--- src/arfw_pkg.sv ---
// Package with register addresses, field positions and reset values of the result formatter.
package arfw_pkg;
    localparam int unsigned RESULT_BITS = 12;
    localparam int unsigned BYTE_BITS = 8;
    localparam int unsigned WORD_BITS = 16;

    localparam logic [7:0] ADDR_RESULT_LOW = 8'hbe;
    localparam logic [7:0] ADDR_RESULT_HIGH = 8'hbf;
    localparam logic [7:0] ADDR_LESSER_LOW = 8'hc4;
    localparam logic [7:0] ADDR_GREATER_HIGH = 8'hc5;
    localparam logic [7:0] ADDR_GREATER_LOW = 8'hc6;
    localparam logic [7:0] ADDR_LESSER_HIGH = 8'hc7;
    localparam logic [7:0] ADDR_CONTROL = 8'he8;

    localparam int unsigned CTRL_LEFT_JUSTIFY_BIT = 0;
    localparam int unsigned CTRL_WINDOW_FLAG_BIT = 1;

    localparam logic [7:0] RST_RESULT = 8'h00;
    localparam logic [7:0] RST_GREATER_HIGH = 8'h00;
    localparam logic [7:0] RST_GREATER_LOW = 8'h00;
    localparam logic [7:0] RST_LESSER_HIGH = 8'h00;
    localparam logic [7:0] RST_LESSER_LOW = 8'hff;
    localparam logic [7:0] RST_READ_DATA = 8'h00;
    localparam logic [7:0] UNMAPPED_READ = 8'h00;
endpackage

--- src/arfw_format.sv ---
// Combinational justification and sign extension of one conversion result.
`timescale 1ns/10ps
module arfw_format #(
    parameter int unsigned RES_W = arfw_pkg::RESULT_BITS
) (
    input wire logic [RES_W-1:0] conv_data,
    input wire logic conv_diff,
    input wire logic left_justify,
    output logic [15:0] word
);
    localparam int unsigned EXT_W = 16 - RES_W;

    logic [EXT_W-1:0] ext_bits;
    logic [15:0] right_word;
    logic [15:0] left_word;

    // Differential readings carry their sign into the unused top bits.
    assign ext_bits = conv_diff ? {EXT_W{conv_data[RES_W-1]}} : '0; // [RULE2]
    assign right_word = {ext_bits, conv_data}; // [RULE1]
    assign left_word = {conv_data, {EXT_W{1'b0}}}; // [RULE3]
    assign word = left_justify ? left_word : right_word; // [RULE4]
endmodule

--- src/arfw_top.sv ---
// Result formatting registers and window detector on the special-function-register bus.
// Behaviour
// RULE1 - Right justified: upper four bits in high byte 3..0, lower eight in low byte.
// RULE2 - Right justified: high byte 7..4 copy bit 3 if differential, else zero.
// RULE3 - Left justified: upper eight bits in high byte, lower four in low 7..4.
// RULE4 - Half-reference single-ended gives 0x0800 right or 0x8000 left justified.
// RULE5 - Every result is compared with the limits and flags window hits, inside or outside the band by RULE10.
// RULE6 - The window flag drives an interrupt request output.
// RULE7 - The window flag is readable in the control register for polling.
// RULE8 - Software writes each limit as separate high and low bytes.
// RULE9 - Limit ordering chooses whether inside or outside results set the flag.
// RULE10 - Lesser above greater: flag strictly between; otherwise above greater or below lesser.
// RULE11 - Lesser limit low byte resets to all ones and is read/write.
// RULE12 - Limits compare against the word in the currently selected justification.
`timescale 1ns/10ps
module arfw_top #(
    parameter int unsigned RES_W = arfw_pkg::RESULT_BITS
) (
    input wire logic sys_clk,
    input wire logic nrst,
    input wire logic [7:0] sfr_addr,
    input wire logic sfr_wr,
    input wire logic [7:0] sfr_wdata,
    output logic [7:0] sfr_rdata,
    input wire logic conv_done,
    input wire logic [RES_W-1:0] conv_data,
    input wire logic conv_diff,
    output logic window_irq
);
    logic [7:0] result_high_byte_reg;
    logic [7:0] result_low_byte_reg;
    logic [7:0] greater_limit_high_byte_reg;
    logic [7:0] greater_limit_low_byte_reg;
    logic [7:0] lesser_limit_high_byte_reg;
    logic [7:0] lesser_limit_low_byte_reg;
    logic left_justify_select_reg;
    logic window_compare_flag_reg;
    logic [7:0] sfr_rdata_reg;

    logic [7:0] sfr_rdata_next;
    logic window_compare_flag_next;
    logic [15:0] fmt_word;
    logic [15:0] greater_word;
    logic [15:0] lesser_word;
    logic above_greater;
    logic below_lesser;
    logic lesser_over_greater;
    logic window_hit;
    logic [7:0] control_value;
    logic wr_ctrl;
    logic wr_rh;
    logic wr_rl;
    logic wr_gh;
    logic wr_gl;
    logic wr_lh;
    logic wr_ll;

    // Address match for a write strobe.
    function automatic logic wr_hit(input logic [7:0] addr, input logic wr,
                                    input logic [7:0] target);
        wr_hit = wr && (addr == target);
    endfunction

    // Greater-than test; signed when the reading is differential.
    function automatic logic word_gt(input logic [15:0] a, input logic [15:0] b,
                                     input logic signed_mode);
        if (signed_mode) begin
            word_gt = $signed(a) > $signed(b);
        end else begin
            word_gt = a > b;
        end
    endfunction

    assign wr_ctrl = wr_hit(sfr_addr, sfr_wr, arfw_pkg::ADDR_CONTROL);
    assign wr_rh = wr_hit(sfr_addr, sfr_wr, arfw_pkg::ADDR_RESULT_HIGH);
    assign wr_rl = wr_hit(sfr_addr, sfr_wr, arfw_pkg::ADDR_RESULT_LOW);
    assign wr_gh = wr_hit(sfr_addr, sfr_wr, arfw_pkg::ADDR_GREATER_HIGH); // [RULE8]
    assign wr_gl = wr_hit(sfr_addr, sfr_wr, arfw_pkg::ADDR_GREATER_LOW); // [RULE8]
    assign wr_lh = wr_hit(sfr_addr, sfr_wr, arfw_pkg::ADDR_LESSER_HIGH); // [RULE8]
    assign wr_ll = wr_hit(sfr_addr, sfr_wr, arfw_pkg::ADDR_LESSER_LOW); // [RULE8]

    arfw_format #(
        .RES_W(RES_W)
    ) u_format (
        .conv_data(conv_data),
        .conv_diff(conv_diff),
        .left_justify(left_justify_select_reg), // [RULE12]
        .word(fmt_word)
    );

    assign greater_word = {greater_limit_high_byte_reg, greater_limit_low_byte_reg};
    assign lesser_word = {lesser_limit_high_byte_reg, lesser_limit_low_byte_reg};
    assign above_greater = word_gt(fmt_word, greater_word, conv_diff); // [RULE12]
    assign below_lesser = word_gt(lesser_word, fmt_word, conv_diff); // [RULE12]
    assign lesser_over_greater = word_gt(lesser_word, greater_word, conv_diff); // [RULE9]
    // Ordered limits pick an inside window, otherwise the two outer bands.
    assign window_hit = lesser_over_greater ? (above_greater && below_lesser)
                                            : (above_greater || below_lesser); // [RULE10]

    // A hit in the cycle of a software clear still sets the flag.
    assign window_compare_flag_next = (conv_done && window_hit) ? 1'b1 :
        (wr_ctrl ? sfr_wdata[arfw_pkg::CTRL_WINDOW_FLAG_BIT] : window_compare_flag_reg); // [RULE5]

    assign control_value = {6'h00, window_compare_flag_reg, left_justify_select_reg}; // [RULE7]

    assign sfr_rdata_next =
        (sfr_addr == arfw_pkg::ADDR_RESULT_LOW) ? result_low_byte_reg :
        (sfr_addr == arfw_pkg::ADDR_RESULT_HIGH) ? result_high_byte_reg :
        (sfr_addr == arfw_pkg::ADDR_GREATER_HIGH) ? greater_limit_high_byte_reg :
        (sfr_addr == arfw_pkg::ADDR_GREATER_LOW) ? greater_limit_low_byte_reg :
        (sfr_addr == arfw_pkg::ADDR_LESSER_HIGH) ? lesser_limit_high_byte_reg :
        (sfr_addr == arfw_pkg::ADDR_LESSER_LOW) ? lesser_limit_low_byte_reg : // [RULE11]
        (sfr_addr == arfw_pkg::ADDR_CONTROL) ? control_value :
        arfw_pkg::UNMAPPED_READ;

    // A finished conversion takes priority over a software write to the result bytes.
    always_ff @(posedge sys_clk or negedge nrst) begin
        if (!nrst) begin
            result_high_byte_reg <= arfw_pkg::RST_RESULT;
            result_low_byte_reg <= arfw_pkg::RST_RESULT;
        end else if (conv_done) begin
            result_high_byte_reg <= fmt_word[15:8]; // [RULE1] [RULE3]
            result_low_byte_reg <= fmt_word[7:0]; // [RULE1] [RULE3]
        end else begin
            if (wr_rh) begin
                result_high_byte_reg <= sfr_wdata;
            end
            if (wr_rl) begin
                result_low_byte_reg <= sfr_wdata;
            end
        end
    end

    always_ff @(posedge sys_clk or negedge nrst) begin
        if (!nrst) begin
            greater_limit_high_byte_reg <= arfw_pkg::RST_GREATER_HIGH;
            greater_limit_low_byte_reg <= arfw_pkg::RST_GREATER_LOW;
            lesser_limit_high_byte_reg <= arfw_pkg::RST_LESSER_HIGH;
            lesser_limit_low_byte_reg <= arfw_pkg::RST_LESSER_LOW; // [RULE11]
        end else begin
            if (wr_gh) begin
                greater_limit_high_byte_reg <= sfr_wdata;
            end
            if (wr_gl) begin
                greater_limit_low_byte_reg <= sfr_wdata;
            end
            if (wr_lh) begin
                lesser_limit_high_byte_reg <= sfr_wdata;
            end
            if (wr_ll) begin
                lesser_limit_low_byte_reg <= sfr_wdata; // [RULE11]
            end
        end
    end

    always_ff @(posedge sys_clk or negedge nrst) begin
        if (!nrst) begin
            left_justify_select_reg <= 1'b0;
            window_compare_flag_reg <= 1'b0;
            sfr_rdata_reg <= arfw_pkg::RST_READ_DATA;
        end else begin
            if (wr_ctrl) begin
                left_justify_select_reg <= sfr_wdata[arfw_pkg::CTRL_LEFT_JUSTIFY_BIT];
            end
            window_compare_flag_reg <= window_compare_flag_next; // [RULE5]
            sfr_rdata_reg <= sfr_rdata_next; // [RULE7]
        end
    end

    assign sfr_rdata = sfr_rdata_reg;
    assign window_irq = window_compare_flag_reg; // [RULE6]
endmodule

--- config.mk ---
export PLATFORM = sky130hd
export DESIGN_NAME = arfw_top
export DESIGN_NICKNAME = d
export VERILOG_FILES = /design/src/arfw_pkg.sv /design/src/arfw_format.sv /design/src/arfw_top.sv
export SDC_FILE = /design/constraint.sdc
export NUM_CORES = 1
export LEC_CHECK = 0
export BUFFER_PORTS_ARGS = -buffer_cell sky130_fd_sc_hd__buf_2
export CORE_ASPECT_RATIO = 0.6
export CORE_MARGIN = 2
export CORE_UTILIZATION = 55
export CTS_CLUSTER_SIZE = 20
export DETAILED_ROUTE_END_ITERATION = 6
export GPL_ROUTABILITY_DRIVEN = 0
export MAX_ROUTING_LAYER = met4
export PLACE_DENSITY = 0.75
export REMOVE_ABC_BUFFERS = 1
export SYNTH_ARGS = -nofsm -noshare
export SYNTH_HDL_FRONTEND = slang
export SYNTH_SLANG_ARGS = --single-unit
--- constraint.sdc ---
create_clock -name sys_clk -period 4.1 [get_ports sys_clk]
set_clock_uncertainty 0.15 [all_clocks]
set_input_delay 0.205 -clock sys_clk [delete_from_list [all_inputs] [get_ports sys_clk]]
set_output_delay 0.205 -clock sys_clk [all_outputs]
set_load 0.005 [all_outputs]
==> flow_metrics.env <==
export IMPL_path_clk_slew_ns=0.05
export IMPL_vias_per_cell=6.112
export IMPL_multi_input_area_um2=2435
export IMPL_cp_required_ns=4.23
export IMPL_netlist_area_um2=4104
export IMPL_synth_xor_area_share_pct=0
export IMPL_synthTopCellsByCount="dfrtp_1, ha_1, mux2_2, inv_1, nand2_1"
export IMPL_remaining_drc_errors=0
export IMPL_regArea_um2=1461
export IMPL_ir_drop_uv=280.5
export IMPL_hold_path_class="in2reg"
export IMPL_maxCapViolCount=0
export IMPL_die_x_um=115.5
export IMPL_grt_pass1_vias=3293
export IMPL_critPathKind="reg2reg"
export IMPL_fillerInstances=610
export IMPL_worstMarginPinSlew_ns=0.8859
export IMPL_drt_first_pass_iters=5
export IMPL_io_buffers=41
export IMPL_root_buffer="clkbuf_16"
export IMPL_status="completed"
export IMPL_cts_max_path_buffers=2
export IMPL_ys_types=56
export IMPL_syn_area_per_cell_um2=10.44
export IMPL_hpwlAfterDp_um=8808
export IMPL_fmax_mhz=314.2
export IMPL_grt_max_degree=59
export IMPL_min_period_over_period_pct=77.62
export IMPL_p_leak_nw=2.427
export IMPL_critical_path_cell_chain="o21ai_0 -> inv_1 -> ha_1 -> nand4_1 -> nor3_1 -> a21boi_0 -> nor4_1 -> mux2i_1 -> o2111ai_1 -> nand3_1"
export IMPL_critPathSlowestCell="dfrtp_1"
export IMPL_yosysTopAreaCell="dfrtp_1"
export IMPL_synth_compound_area_share_pct=12.53
export IMPL_pre_cts_slack_ns=0.9710
export IMPL_vias=3331
export IMPL_dieArea_um2=8191
export IMPL_synth_async_sr_flop_share_pct=100.0
export IMPL_crit_path_start_kind="flip-flop"
export IMPL_synth_edf_count=0
export IMPL_cts_buffers=9
export IMPL_grt_pass1_wl_um=18050
export IMPL_ys_flop_type="dfrtp_1"
export IMPL_drt_wl_total_um=11470
export IMPL_finalSetupViolCount=0
export IMPL_cts_tree="yes"
export IMPL_rsz0062_at_grt="false"
export IMPL_endpoint_kind="flip-flop"
export IMPL_power_mw=1.623
export IMPL_netlist_instances=393
export IMPL_start_util_pct=56.71
export IMPL_layout_nets=517
export IMPL_critPathArrivalTime_ns=3.31
export IMPL_layout_setup_ws_ns=0.9174
export IMPL_muxShareOfSynthArea_pct=18.32
export IMPL_grtUsageTotal_pct=31.54
export IMPL_core_rowCount=24
export IMPL_synth_simple_area_share_pct=13.84
export IMPL_rrSetupSlack_ns=0.92
export IMPL_yosysWarnings=0
export IMPL_cts_sinks=58
export IMPL_yosysMostFrequentCell="dfrtp_1"
export IMPL_drv_slew=0
export IMPL_coreArea_um2=7237
export IMPL_worstPathMaxFanout=19
export IMPL_p_per_area_nw_per_um2=347.1
export IMPL_yosys_area_share_adder_pct=14.63
export IMPL_drive_gt1_share_pct=28.80
export IMPL_clk_latency_ns=0.35
export IMPL_num_antenna_cells=0
export IMPL_synth_top_area_share_pct=30.49
export IMPL_synth_top_cells_by_area="dfrtp_1, ha_1, mux2_2, dfstp_2, mux2i_1"
export IMPL_seq_area_frac_synth_pct=35.61
export IMPL_ant_nets=0
export IMPL_max_stage_delay_ns=0.58
export IMPL_die_height_um=70.91
export IMPL_antenna_found_initial=0
export IMPL_drtIter0Drc=334
export IMPL_cts_htree_levels=3
export IMPL_ios=42
export IMPL_setup_tns_ns=0
export IMPL_synth_top_family_by_area="multiplexers"
export IMPL_ys_ff_latch=58
export IMPL_relSlewSlack_pct=40.69
export IMPL_fin_util_pct=64.59
export IMPL_grt_overflow_total=0
export IMPL_area_growth_pct=13.90
export IMPL_post_drt_wl_per_cell_um=21.05
export IMPL_hold_violations=0
export IMPL_final_min_clock_period_ns=3.183
## through the flow
stage,hold WS [ns],cells,instance area [um2]
2_1_floorplan,-0.2406,380,4031
3_3_place_gp,0.2417,528,4389
3_5_place_dp,0.2492,528,4389
4_1_cts,0.01842,545,4674
5_1_grt,0.03783,545,4674
6_report,0.02392,545,4674
## path summary, 6_finish.rpt
| check | startpoint | end | cells after the start |
|---|---|---|---|
| max | left_justify_select_reg | window_irq | 10 |
| min | sfr_wdata[5] | lesser_limit_high_byte_reg[5] | 2 |
| max reg2reg | left_justify_select_reg | window_irq | 10 |
| min reg2reg | result_low_byte_reg[4] | sfr_rdata[4] | 2 |
| max in group asynchronous | nrst | lesser_limit_high_byte_reg[3] | 3 |
| min in group asynchronous | nrst | sfr_rdata[5] | 3 |
## kinds of logic (layout without fill, tap and decap cells)
kind of cell	after synthesis	in the layout
DFF	58	58
and+or+nand+nor	96	96
AOI/OAI and AO/OA	80	80
buffers and inverters	49	97
muxes	62	62
adders and majority gates	48	48
## area by class of cell
cell class                      instances  area share (%)
Clock buffer                           13           5.567
Clock inverter                          3          0.3212
Inverter                               36           2.891
Multi-Input combinational cell        286           52.09
Sequential cell                        58           31.26
Tap cell                              104           2.784
Timing Repair Buffer                   45           5.086
## layer usage
metal	up-vias	track usage, %	routed length, um
met1	1612	47.64	5626
met5	-	-	0
met2	165	39.25	4269
li1	1538	-	-
met4	0	7.631	162
met3	16	11.57	1411
## power breakdown
part | switching (mW) | internal, mW
Sequential | 0.0288 | 0.607
Combinational | 0.169 | 0.120
Clock | 0.261 | 0.437
Total | 0.458 | 1.16
## repair_timing
item | 4_1_cts | 5_1_grt
gates resized for setup | 0 | 0
hold endpoints to repair | 50 | 0
hold buffers | 1 | 0
buffers inserted | 0 | 0
## worst max-delay path: cells and delay by family, from the launching register on
| family | cells | cell delay (ns) |
|---|---|---|
| mux | 1 | 0.25 |
| buf+inv | 1 | 0.10 |
| fa+ha+maj | 1 | 0.35 |
| simple gates | 4 | 0.90 |
| flops | 1 | 0.58 |
| compound gates | 3 | 0.79 |
## cells in the final DEF (no fill, tap or decap), types with 4 or more instances in the layout
cell / instances
buf_2: 41
nand3_1: 8
dfrtp_1: 50
dfstp_2: 8
nor3_1: 4
nor2_1: 13
nand4_1: 8
and3_1: 4
a21oi_1: 24
clkbuf_16: 9
a21o_1: 8
o21ai_0: 19
a22oi_1: 6
mux4_2: 6
mux2i_1: 14
ha_1: 48
mux2_2: 41
inv_1: 36
a211oi_1: 6
nand2_1: 32
nand2b_1: 6
No activity file was read; power rests on OpenSTA's default activity.
